==> config.mk <==
export PLATFORM = sky130hd
export DESIGN_NAME = fsb_dev_flat
export DESIGN_NICKNAME = d
export VERILOG_FILES = /design/src/hdl/fsb_pkg.sv /design/src/hdl/fsb_if.sv /design/src/hdl/fsb_dev.sv /design/src/hdl/fsb_fifo.sv /design/src/flat_wrapper.sv
export VERILOG_INCLUDE_DIRS = /design/src /design/src/hdl
export SDC_FILE = /design/constraint.sdc
export NUM_CORES = 1
export LEC_CHECK = 0
export BUFFER_PORTS_ARGS = -buffer_cell sky130_fd_sc_hd__buf_2
export CAP_MARGIN = 20
export CORE_MARGIN = 8
export CORE_UTILIZATION = 60
export CTS_CLUSTER_SIZE = 14
export DETAILED_ROUTE_END_ITERATION = 8
export HOLD_SLACK_MARGIN = 0.06
export PLACE_DENSITY = 0.79
export SYNTH_ARGS = -nofsm -noshare
export SYNTH_HDL_FRONTEND = slang
export SYNTH_HIERARCHICAL = 1
export SYNTH_SLANG_ARGS = --single-unit
==> constraint.sdc <==
create_clock -name clk_in -period 15.45 [get_ports clk_in]
set_clock_uncertainty 0.05 [all_clocks]
set_input_delay 1.545 -clock clk_in [delete_from_list [all_inputs] [get_ports clk_in]]
set_output_delay 1.545 -clock clk_in [all_outputs]
set_load 0.1 [all_outputs]
==> src/hdl/fsb_cfg.svh <==
// Timing, layout and reset constants of the data-phase link
`ifndef FSB_CFG_SVH
`define FSB_CFG_SVH

`define FSB_CLK_PERIOD_NS    40
`define FSB_BCLK_PERIOD_NS   320
`define FSB_BCLK_CYC         (`FSB_BCLK_PERIOD_NS / `FSB_CLK_PERIOD_NS)
`define FSB_BCLK_HALF_CYC    (`FSB_BCLK_CYC / 2)
`define FSB_WORDS_PER_BCLK   4
`define FSB_SUBPH_CYC        (`FSB_BCLK_CYC / `FSB_WORDS_PER_BCLK)
`define FSB_BCLK_LIVE_CYC    (2 * `FSB_BCLK_CYC)
`define FSB_DATA_W           64
`define FSB_GRP_W            16
`define FSB_NGRP             4
`define FSB_XFER_BCLKS       2
`define FSB_FIFO_DEPTH       8
`define FSB_STB_P_LOW_A      3'h1
`define FSB_STB_P_LOW_B      3'h5
`define FSB_STB_N_LOW_A      3'h3
`define FSB_STB_N_LOW_B      3'h7
`define FSB_PIN_IDLE         1'b1

`endif

==> src/hdl/fsb_pkg.sv <==
// Types shared by both ends of the data-phase link
package fsb_pkg;

  typedef enum logic [1:0] {
    FSB_PWR_RUN   = 2'b00,
    FSB_PWR_SLEEP = 2'b01,
    FSB_PWR_DEEP  = 2'b10
  } fsb_pwr_e;

  typedef logic [63:0] fsb_word_t;

endpackage

==> src/hdl/fsb_if.sv <==
// Pin-level connection between the processor end and the chipset end
`timescale 1ns/10ps
interface fsb_if;
  logic        bclk;
  logic        data_bus_busy_n;
  logic        data_valid_n;
  logic [63:0] data_n;
  logic [3:0]  data_parity_n;
  logic [3:0]  group_invert_flag_n;
  logic [3:0]  data_strobe_pos_n;
  logic [3:0]  data_strobe_neg_n;
  logic        deep_sleep_request_n;
  logic        debug_reset_out_n;

  modport dev (
    input  bclk,
    input  deep_sleep_request_n,
    output data_bus_busy_n,
    output data_valid_n,
    output data_n,
    output data_parity_n,
    output group_invert_flag_n,
    output data_strobe_pos_n,
    output data_strobe_neg_n,
    output debug_reset_out_n
  );

  modport host (
    output bclk,
    output deep_sleep_request_n,
    input  data_bus_busy_n,
    input  data_valid_n,
    input  data_n,
    input  data_parity_n,
    input  group_invert_flag_n,
    input  data_strobe_pos_n,
    input  data_strobe_neg_n,
    input  debug_reset_out_n
  );
endinterface

==> src/hdl/fsb_dev.sv <==
// Processor end: drives data phases and follows the deep-sleep request
// Function
// - data driver holds bus busy throughout
// - data driver marks each valid transfer
// - idle clocks inside transfer; receivers skip them
// - driver sends four parity lines over data
// - deep-sleep request in Sleep enters Deep Sleep
// - platform releases request, bus clock running
// - processor provides debug reset output
// - per-group inversion flag when mostly low
// - four words per bus clock, strobe-latched
`timescale 1ns/10ps
`include "fsb_cfg.svh"
module fsb_dev
  import fsb_pkg::*;
#(
  parameter int XFER_BCLKS = `FSB_XFER_BCLKS,
  parameter int FIFO_DEPTH = `FSB_FIFO_DEPTH
) (
  input  wire logic        clk_in,
  input  wire logic        sys_rst_in,
  input  wire fsb_word_t   tx_data_in,
  input  wire logic        tx_valid_in,
  output logic             tx_ready_out,
  input  wire logic        sleep_req_in,
  input  wire logic        dbg_reset_req_in,
  output fsb_pwr_e         pwr_state_out,
  output logic             xfer_active_out,
  fsb_if.dev               bus
);
  localparam int LW = $clog2(FIFO_DEPTH+1);

  generate
    if (XFER_BCLKS < 1 || XFER_BCLKS > 255 || FIFO_DEPTH < `FSB_WORDS_PER_BCLK) begin : g_bad
      $error("fsb_dev needs 1..255 bus clocks per transfer and a FIFO of 4 words or more");
    end
    if (`FSB_BCLK_CYC != 8) begin : g_bad_clk
      $error("fsb_dev sub-phase sequencer assumes eight clocks per bus clock");
    end
  endgenerate

  // Transmit FIFO
  fsb_word_t       fifo_data;
  logic            fifo_valid;
  logic            fifo_pop;
  logic [LW-1:0]   fifo_level;

  fsb_fifo #(
    .WIDTH (`FSB_DATA_W),
    .DEPTH (FIFO_DEPTH)
  ) u_fifo (
    .clk_in        (clk_in),
    .sys_rst_in    (sys_rst_in),
    .in_data_in    (tx_data_in),
    .in_valid_in   (tx_valid_in),
    .in_ready_out  (tx_ready_out),
    .out_data_out  (fifo_data),
    .out_valid_out (fifo_valid),
    .out_ready_in  (fifo_pop),
    .level_out     (fifo_level)
  );

  // Pin synchronisers
  logic            bclk_s1_r;
  logic            bclk_s2_r;
  logic            bclk_s3_r;
  logic            deep_sleep_request_n_s1_r;
  logic            deep_sleep_request_n_s2_r;

  always_ff @(posedge clk_in) begin
    if (sys_rst_in) begin
      bclk_s1_r  <= 1'b0;
      bclk_s2_r  <= 1'b0;
      bclk_s3_r  <= 1'b0;
      deep_sleep_request_n_s1_r <= `FSB_PIN_IDLE;
      deep_sleep_request_n_s2_r <= `FSB_PIN_IDLE;
    end else begin
      bclk_s1_r  <= bus.bclk;
      bclk_s2_r  <= bclk_s1_r;
      bclk_s3_r  <= bclk_s2_r;
      deep_sleep_request_n_s1_r <= bus.deep_sleep_request_n;
      deep_sleep_request_n_s2_r <= deep_sleep_request_n_s1_r;
    end
  end

  logic bclk_rise;
  logic bclk_edge;
  assign bclk_rise = bclk_s2_r & ~bclk_s3_r;
  assign bclk_edge = bclk_s2_r ^ bclk_s3_r;

  // Power state and bus clock activity
  fsb_pwr_e        pwr_r;
  fsb_pwr_e        pwr_nxt;
  logic [4:0]      live_cnt_r;
  logic [4:0]      live_cnt_nxt;
  logic            bclk_live;
  logic            dbr_n_r;
  logic            dbr_n_nxt;
  logic            busy_r;

  always_comb begin
    live_cnt_nxt = live_cnt_r;
    if (bclk_edge) begin
      live_cnt_nxt = '0;
    end else if (live_cnt_r != 5'h1F) begin
      live_cnt_nxt = live_cnt_r + 5'h01;
    end
    bclk_live = (live_cnt_r < 5'(`FSB_BCLK_LIVE_CYC));
    dbr_n_nxt = ~dbg_reset_req_in;
    pwr_nxt   = pwr_r;
    unique case (pwr_r)
      FSB_PWR_RUN: begin
        if (sleep_req_in && !busy_r) begin
          pwr_nxt = FSB_PWR_SLEEP;
        end
      end
      FSB_PWR_SLEEP: begin
        if (!deep_sleep_request_n_s2_r) begin
          pwr_nxt = FSB_PWR_DEEP;
        end else if (!sleep_req_in) begin
          pwr_nxt = FSB_PWR_RUN;
        end
      end
      FSB_PWR_DEEP: begin
        if (deep_sleep_request_n_s2_r && bclk_live) begin
          pwr_nxt = FSB_PWR_SLEEP;
        end
      end
      default: pwr_nxt = FSB_PWR_SLEEP;
    endcase
  end

  always_ff @(posedge clk_in) begin
    if (sys_rst_in) begin
      pwr_r      <= FSB_PWR_RUN;
      live_cnt_r <= 5'h1F;
      dbr_n_r    <= 1'b1;
    end else begin
      pwr_r      <= pwr_nxt;
      live_cnt_r <= live_cnt_nxt;
      dbr_n_r    <= dbr_n_nxt;
    end
  end

  // Data phase sequencer
  logic            beat_r;
  logic            beat_nxt;
  logic [2:0]      cnt_r;
  logic [2:0]      cnt_nxt;
  logic [7:0]      left_r;
  logic [7:0]      left_nxt;
  logic            busy_nxt;
  logic            start_beat;
  logic            beat_end;
  logic [3:0]      stbp_r;
  logic [3:0]      stbp_nxt;
  logic [3:0]      stbn_r;
  logic [3:0]      stbn_nxt;

  always_comb begin
    beat_end   = beat_r && (cnt_r == 3'h7);
    start_beat = bclk_rise && (pwr_r == FSB_PWR_RUN) && (!beat_r || beat_end)
                 && (fifo_level >= LW'(`FSB_WORDS_PER_BCLK));
    beat_nxt   = beat_r;
    cnt_nxt    = beat_r ? cnt_r + 3'h1 : 3'h0;
    left_nxt   = left_r;
    busy_nxt   = busy_r;
    if (beat_end) begin
      beat_nxt = 1'b0;
      left_nxt = left_r - 8'h01;
      if (left_r == 8'h01) begin
        busy_nxt = 1'b0;
      end
    end
    if (start_beat) begin
      beat_nxt = 1'b1;
      cnt_nxt  = 3'h0;
      busy_nxt = 1'b1;
      if (!busy_r || (beat_end && left_r == 8'h01)) begin
        left_nxt = 8'(XFER_BCLKS);
      end
    end
    // Idle bus clocks inside a transfer leave valid deasserted
    fifo_pop = start_beat || (beat_r && cnt_r[0] && cnt_r != 3'h7);
    stbp_nxt = {4{~(beat_nxt && (cnt_nxt == `FSB_STB_P_LOW_A
                                 || cnt_nxt == `FSB_STB_P_LOW_B))}};
    stbn_nxt = {4{~(beat_nxt && (cnt_nxt == `FSB_STB_N_LOW_A
                                 || cnt_nxt == `FSB_STB_N_LOW_B))}};
  end

  always_ff @(posedge clk_in) begin
    if (sys_rst_in) begin
      beat_r <= 1'b0;
      cnt_r  <= 3'h0;
      left_r <= 8'h00;
      busy_r <= 1'b0;
      stbp_r <= 4'hF;
      stbn_r <= 4'hF;
    end else begin
      beat_r <= beat_nxt;
      cnt_r  <= cnt_nxt;
      left_r <= left_nxt;
      busy_r <= busy_nxt;
      stbp_r <= stbp_nxt;
      stbn_r <= stbn_nxt;
    end
  end

  // Word encoding: inversion and parity per 16-bit group
  fsb_word_t       enc_data;
  logic [3:0]      enc_inv;
  logic [3:0]      enc_par;
  fsb_word_t       data_n_r;
  fsb_word_t       data_n_nxt;
  logic [3:0]      dbi_n_r;
  logic [3:0]      dbi_n_nxt;
  logic [3:0]      par_n_r;
  logic [3:0]      par_n_nxt;

  genvar g;
  generate
    for (g = 0; g < `FSB_NGRP; g++) begin : g_grp
      logic [`FSB_GRP_W-1:0] word_grp;
      assign word_grp = fifo_data[g*`FSB_GRP_W +: `FSB_GRP_W];
      // A logic one drives the line low; invert when most lines would go low
      assign enc_inv[g] = ($countones(word_grp) > (`FSB_GRP_W / 2));
      assign enc_data[g*`FSB_GRP_W +: `FSB_GRP_W] =
        enc_inv[g] ? word_grp : ~word_grp;
      assign enc_par[g] = ^enc_data[g*`FSB_GRP_W +: `FSB_GRP_W];
    end
  endgenerate

  always_comb begin
    data_n_nxt = data_n_r;
    dbi_n_nxt  = dbi_n_r;
    par_n_nxt  = par_n_r;
    if (fifo_pop && fifo_valid) begin
      data_n_nxt = enc_data;
      dbi_n_nxt  = ~enc_inv;
      par_n_nxt  = enc_par;
    end
  end

  always_ff @(posedge clk_in) begin
    if (sys_rst_in) begin
      data_n_r <= '1;
      dbi_n_r  <= 4'hF;
      par_n_r  <= 4'hF;
    end else begin
      data_n_r <= data_n_nxt;
      dbi_n_r  <= dbi_n_nxt;
      par_n_r  <= par_n_nxt;
    end
  end

  assign bus.data_bus_busy_n     = ~busy_r;
  assign bus.data_valid_n        = ~beat_r;
  assign bus.data_n              = data_n_r;
  assign bus.data_parity_n       = par_n_r;
  assign bus.group_invert_flag_n = dbi_n_r;
  assign bus.data_strobe_pos_n   = stbp_r;
  assign bus.data_strobe_neg_n   = stbn_r;
  assign bus.debug_reset_out_n   = dbr_n_r;
  assign pwr_state_out           = pwr_r;
  assign xfer_active_out         = busy_r;
endmodule

==> src/hdl/fsb_fifo.sv <==
// Synchronous FIFO with valid/ready on both sides and a fill level
`timescale 1ns/10ps
module fsb_fifo #(
  parameter int WIDTH = 64,
  parameter int DEPTH = 8
) (
  input  wire logic                     clk_in,
  input  wire logic                     sys_rst_in,
  input  wire logic [WIDTH-1:0]         in_data_in,
  input  wire logic                     in_valid_in,
  output logic                          in_ready_out,
  output logic [WIDTH-1:0]              out_data_out,
  output logic                          out_valid_out,
  input  wire logic                     out_ready_in,
  output logic [$clog2(DEPTH+1)-1:0]    level_out
);
  localparam int AW = $clog2(DEPTH);
  localparam int LW = $clog2(DEPTH+1);

  generate
    if (DEPTH < 2 || (1 << AW) != DEPTH) begin : g_bad
      $error("fsb_fifo depth must be a power of two of at least 2");
    end
  endgenerate

  logic [WIDTH-1:0] mem_r [DEPTH];
  logic [AW-1:0]    wr_r;
  logic [AW-1:0]    wr_nxt;
  logic [AW-1:0]    rd_r;
  logic [AW-1:0]    rd_nxt;
  logic [LW-1:0]    lvl_r;
  logic [LW-1:0]    lvl_nxt;
  logic             push;
  logic             pop;

  always_comb begin
    in_ready_out  = (lvl_r != LW'(DEPTH));
    out_valid_out = (lvl_r != '0);
    push          = in_valid_in & in_ready_out;
    pop           = out_ready_in & out_valid_out;
    wr_nxt        = push ? wr_r + 1'b1 : wr_r;
    rd_nxt        = pop ? rd_r + 1'b1 : rd_r;
    lvl_nxt       = lvl_r + LW'(push) - LW'(pop);
  end

  always_ff @(posedge clk_in) begin
    if (sys_rst_in) begin
      wr_r  <= '0;
      rd_r  <= '0;
      lvl_r <= '0;
    end else begin
      wr_r  <= wr_nxt;
      rd_r  <= rd_nxt;
      lvl_r <= lvl_nxt;
    end
  end

  always_ff @(posedge clk_in) begin
    if (push) begin
      mem_r[wr_r] <= in_data_in;
    end
  end

  assign out_data_out = mem_r[rd_r];
  assign level_out    = lvl_r;
endmodule

==> src/flat_wrapper.sv <==
// flat-port wrapper written by rule: the top's interface ports become plain ports
module fsb_dev_flat import fsb_pkg::*;
#(
  parameter int XFER_BCLKS = `FSB_XFER_BCLKS,
  parameter int FIFO_DEPTH = `FSB_FIFO_DEPTH
)
  (clk_in, sys_rst_in, tx_data_in, tx_valid_in, tx_ready_out, sleep_req_in, dbg_reset_req_in, pwr_state_out, xfer_active_out, bus_bclk, bus_deep_sleep_request_n, bus_data_bus_busy_n, bus_data_valid_n, bus_data_n, bus_data_parity_n, bus_group_invert_flag_n, bus_data_strobe_pos_n, bus_data_strobe_neg_n, bus_debug_reset_out_n);
  fsb_if bus_i ();
  input  wire logic clk_in;
  input  wire logic sys_rst_in;
  input  wire fsb_word_t tx_data_in;
  input  wire logic tx_valid_in;
  output logic tx_ready_out;
  input  wire logic sleep_req_in;
  input  wire logic dbg_reset_req_in;
  output fsb_pwr_e pwr_state_out;
  output logic xfer_active_out;
  input wire logic [$bits(bus_i.bclk)-1:0] bus_bclk;
  input wire logic [$bits(bus_i.deep_sleep_request_n)-1:0] bus_deep_sleep_request_n;
  output wire logic [$bits(bus_i.data_bus_busy_n)-1:0] bus_data_bus_busy_n;
  output wire logic [$bits(bus_i.data_valid_n)-1:0] bus_data_valid_n;
  output wire logic [$bits(bus_i.data_n)-1:0] bus_data_n;
  output wire logic [$bits(bus_i.data_parity_n)-1:0] bus_data_parity_n;
  output wire logic [$bits(bus_i.group_invert_flag_n)-1:0] bus_group_invert_flag_n;
  output wire logic [$bits(bus_i.data_strobe_pos_n)-1:0] bus_data_strobe_pos_n;
  output wire logic [$bits(bus_i.data_strobe_neg_n)-1:0] bus_data_strobe_neg_n;
  output wire logic [$bits(bus_i.debug_reset_out_n)-1:0] bus_debug_reset_out_n;
  assign bus_i.bclk = bus_bclk;
  assign bus_i.deep_sleep_request_n = bus_deep_sleep_request_n;
  assign bus_data_bus_busy_n = bus_i.data_bus_busy_n;
  assign bus_data_valid_n = bus_i.data_valid_n;
  assign bus_data_n = bus_i.data_n;
  assign bus_data_parity_n = bus_i.data_parity_n;
  assign bus_group_invert_flag_n = bus_i.group_invert_flag_n;
  assign bus_data_strobe_pos_n = bus_i.data_strobe_pos_n;
  assign bus_data_strobe_neg_n = bus_i.data_strobe_neg_n;
  assign bus_debug_reset_out_n = bus_i.debug_reset_out_n;
  fsb_dev #(.XFER_BCLKS(XFER_BCLKS), .FIFO_DEPTH(FIFO_DEPTH)) u_core (.clk_in(clk_in), .sys_rst_in(sys_rst_in), .tx_data_in(tx_data_in), .tx_valid_in(tx_valid_in), .tx_ready_out(tx_ready_out), .sleep_req_in(sleep_req_in), .dbg_reset_req_in(dbg_reset_req_in), .pwr_state_out(pwr_state_out), .xfer_active_out(xfer_active_out), .bus(bus_i));
endmodule
==> Implementation_results.wiki <==
{| class="wikitable"
! Metric !! Value
|-
| Clock buffers created by TritonCTS || 60
|-
| Arrival @ worst endpoint || 7970 ps
|-
| IO Port Bufs || approximately 160
|-
| Headroom to the max-slew limit || 0.193
|-
| Slew Limit Fails || 0
|-
| Sequential-to-total area share from yosys stat || 0.654
|-
| Flip-flop and latch area || 17600 um^2
|-
| Post-CTS Resized || 0
|-
| Core Rows || 77
|-
| Global Route Usage Sum || 0.212
|-
| CTS Hold Bufs || 0
|-
| Post-synthesis adder-cell area fraction || 0.0481
|-
| Fraction of registers with async set/reset || 0
|-
| Worst min path class || register to register
|-
| Share of synthesized area spent on multiplexers || 0.137
|-
| Antenna violations before repair || 9
|-
| Transition at the pin with the smallest max-transition slack || 1210 ps
|-
| Sequential group share of total power || 0.309
|-
| Critical path type || register to register
|-
| Fin util || 0.682
|-
| Post-synthesis compound-gate area fraction || 0.0623
|-
| Share of power burned in combinational logic || 0.451
|-
| Number of global-route vias before repair || 14800
|-
| Total I/O pin count || 158
|-
| Outcome || finished, final reports clean
|-
| Proportion of total power due to net switching || 0.381
|-
| Detailed-route wire length || 56.0 mm
|-
| Number of synthesized register bits || 625
|-
| Net total in the final layout || 1902
|-
| Synth Flop Type || sky130_fd_sc_hd__edfxtp_1
|-
| Area growth, synth to finish || 12.2%
|-
| Data required time at the worst endpoint || around 16000 ps
|-
| Area of the multi-input gates || ~8300 um^2
|-
| Dpl cell area || 28100 um^2
|-
| Number of DRC markers in iteration 0 || around 1100
|-
| Mapped Avg Cell Area || 16.8 um^2
|-
| Maximum number of pins on one net before global-route repair || 87
|-
| Crit-path leading delay family || adder cells
|-
| Total net switching power || between 0.002 and 0.0025 W
|-
| Global route overflow || 0
|-
| Sequence of cells on the critical path || buf_4 > buf_4 > mux4_2 > mux2_2 > inv_1 > fa_1 > fa_1 > fa_1 > fa_1 > inv_1 > ha_1 > inv_1 > fa_1 > or3b_4 > o32ai_2 > a22oi_2 > a21oi_1 > a211o_1
|-
| Post-CTS setup buffer count || 0
|-
| # Max-Cap Violations || 0
|-
| Global-route wire length before repair || 86.2 mm
|-
| Cell with the largest stage delay on the worst path || sky130_fd_sc_hd__a22oi_2
|-
| Total number of vias || 14400
|-
| Area of the die || 52000 um^2
|-
| Clock power share || 0.240
|-
| Die width || 228 um
|-
| Max Fclk || approximately 130 MHz
|-
| Startpoint types || register
|-
| Max incr delay on CP || 980 ps
|-
| Count of nets left with antenna violations after detail routing || 0
|-
| Highest ir drop seen on vdd || 251 uV
|-
| Buffers plus inverters on the worst setup path || 5
|-
| Post-Route Setup TNS || 0 ps
|-
| Number of setup violations in the final report || 0
|-
| Core outline area || 44300 um^2
|-
| Dominant combinational cell family by area after synthesis || multiplexers
|-
| Buffer cell driving the clock tree root || sky130_fd_sc_hd__clkbuf_16
|-
| Critical Path Fanout Max || 62
|-
| Static leakage || 10.3 nW
|-
| Vias per Instance || 6.00
|-
| Final RePlAce weighted congestion || 0.794
|-
| Fraction of layout instances using a drive strength above 1 || 0.296
|-
| Cell seen most often among critical-path stages || sky130_fd_sc_hd__fa_1
|-
| Clock tree from TritonCTS || done
|-
| Xor and xnor fraction of the mapped netlist area || 0.0218
|-
| Routed length per instance || between 20 and 25 um
|-
| Unrepaired setup endpoints after global routing || false
|-
| Die H || about 230 um
|-
| CTS clock-pin slew for the worst setup and hold paths || 60 ps
|-
| Gate Count Post-Synth || 1604
|-
| Cell area after synthesis || 27000 um^2
|-
| DRT Pass-1 Iters || 5
|-
| Synthesis warning total || 6
|-
| Power Internal || 0.00393 W
|-
| Final critical-path share of the clock period || 0.488
|-
| Count of flip-flops with a built-in enable after synthesis || roughly 510
|-
| Number of distinct library cells after synthesis || 56
|-
| Clock latency on the worst-skew pair || 610 ps
|-
| Number of clock sinks || roughly 630
|-
| Filler Cells Inserted || 2927
|-
| Simple logic cell fraction of the synthesized area || 0.0382
|-
| DP HPWL || between 30 and 40 mm
|-
| Hold violation count in the final report || 0
|-
| CTS H-tree depth || 2
|-
| Starting density of the core || 0.608
|-
| Endpoint class of the critical path || register
|-
| Minimum period implied by the final worst setup slack || 7530 ps
|-
| Power density relative to cell area || 210 nW/um^2
|-
| Maximum count of clock buffers along a single path || 3
|-
| DR DRC count || 0
|-
| Syn_nets || between 1500 and 2000
|-
| Post-route design area || just over 30000 um^2
|}
==> cell type report <==
class	instances	area share
sequential	625	0.583
multi-input combinational	767	0.276
clock buffer	76	0.0530
timing repair buffer	180	0.0328
tap	592	0.0245
clock inverter	36	0.0154
inverter	118	0.0146
antenna	2	0.000165
==> worst reg2reg max path: stages, from the launching register on <==
cell and delay [ps]:
sky130_fd_sc_hd__dfxtp_4 510, sky130_fd_sc_hd__buf_4 660, sky130_fd_sc_hd__buf_4 850, sky130_fd_sc_hd__mux4_2 470
sky130_fd_sc_hd__mux2_2 300, sky130_fd_sc_hd__inv_1 110, sky130_fd_sc_hd__fa_1 450, sky130_fd_sc_hd__fa_1 530
sky130_fd_sc_hd__fa_1 450, sky130_fd_sc_hd__fa_1 500, sky130_fd_sc_hd__inv_1 40, sky130_fd_sc_hd__ha_1 200
sky130_fd_sc_hd__inv_1 70, sky130_fd_sc_hd__fa_1 430, sky130_fd_sc_hd__or3b_4 270, sky130_fd_sc_hd__o32ai_2 80
sky130_fd_sc_hd__a22oi_2 980, sky130_fd_sc_hd__a21oi_1 160, sky130_fd_sc_hd__a211o_1 310
==> placed cells by master, fill, tap and decap left out, types with 13 or more instances in the layout <==
cell                        count
sky130_fd_sc_hd__xnor2_1       56
sky130_fd_sc_hd__mux4_2       128
sky130_fd_sc_hd__o31ai_1       37
sky130_fd_sc_hd__inv_1        118
sky130_fd_sc_hd__mux2_2        67
sky130_fd_sc_hd__nor2_1        22
sky130_fd_sc_hd__edfxtp_1     512
sky130_fd_sc_hd__dfxtp_1      110
sky130_fd_sc_hd__nand2_1       16
sky130_fd_sc_hd__and3_1        64
sky130_fd_sc_hd__clkbuf_16     61
sky130_fd_sc_hd__buf_4         20
sky130_fd_sc_hd__a21oi_1      138
sky130_fd_sc_hd__ha_1          38
sky130_fd_sc_hd__clkbuf_1      13
sky130_fd_sc_hd__buf_2        156
sky130_fd_sc_hd__o31ai_2       23
sky130_fd_sc_hd__fa_1          41
==> cell usage after synthesis (all sizes together), types with 11 or more instances <==
library cell	instances	area share
a21oi	147	0.029
and3	64	0.015
buf	68	0.019
clkbuf	26	0.0036
dfxtp	113	0.084
edfxtp	512	0.57
fa	41	0.030
ha	38	0.018
inv	118	0.016
mux2	67	0.028
mux4	128	0.11
nand2	17	0.0025
nand2b	12	0.0028
nor2	26	0.0037
nor2b	11	0.0026
o21ai	11	0.0020
o31ai	60	0.021
xnor2	56	0.018
xor2	11	0.0036
==> worst paths after layout <==
| path | from | to | slack, ps | depth (start not counted) |
|---|---|---|---|---|
| max reg2reg | register | u_core/bus.group_invert_flag_n[2] | 7920 | 18 |
| max | register | u_core/bus.group_invert_flag_n[2] | 7920 | 18 |
| min | u_core/deep_sleep_request_n_s1_r | u_core/deep_sleep_request_n_s2_r | 380 | 1 |
| min reg2reg | u_core/deep_sleep_request_n_s1_r | u_core/deep_sleep_request_n_s2_r | 380 | 1 |
==> flip-flops by register name, summed over array words and instances, names as in the netlist, 2 cells and up, named ones only <==
register,cells
u_core/u_fifo/level_out,4
u_core/u_fifo/rd_r,3
u_core/bus.data_n,64
u_core/live_cnt_r,5
u_core/left_r,8
u_core/u_fifo/wr_r,3
u_core/cnt_r,3
u_core/bus.group_invert_flag_n,4
u_core/bus.data_parity_n,4
u_core/u_fifo/mem_r,512
u_core/pwr_state_out,2
==> kinds of logic (layout without fill, tap and decap cells) <==
family	Yosys count	after routing
flip-flops	625	625
AO/OA/AOI/OAI	244	244
XOR/XNOR	67	67
AND/OR/NAND/NOR	177	177
other	0	2
multiplexers	200	200
adder cells (fa/ha/maj)	79	79
buffers and inverters	212	410
==> routing by layer <==
layer,vias to the layer above,GRT usage,share of wire
met5,-,0,0.0013
met4,12,0.0612,0.024
met3,113,0.0489,0.073
met2,507,0.362,0.51
met1,7298,0.271,0.40
li1,6444,-,-
==> power groups by stage <==
stage / logic (W) / clock network [W] / registers (W)
detailed placement: 0.00272 / 0 / 0.00199
floorplan: 0.00232 / 0 / 0.00208
global route: 0.00314 / 0.00161 / 0.00197
global placement: 0.00258 / 0 / 0.00199
finish: 0.00286 / 0.00152 / 0.00196
CTS: 0.00274 / 0.00155 / 0.00196
==> per-stage QoR <==
| step | hold WS, ps | total power (W) | instances | worst slack, ps |
|---|---|---|---|---|
| after floorplan | 339 | 0.00440 | 1604 | 6990 |
| after global placement | 348 | 0.00456 | 2279 | 8160 |
| after detailed placement | 354 | 0.00471 | 2279 | 7980 |
| after CTS | 374 | 0.00625 | 2391 | 7980 |
| after global routing | 396 | 0.00672 | 2396 | 7560 |
| final | 378 | 0.00634 | 2396 | 7920 |
No activity file was read; power rests on OpenSTA's default activity.
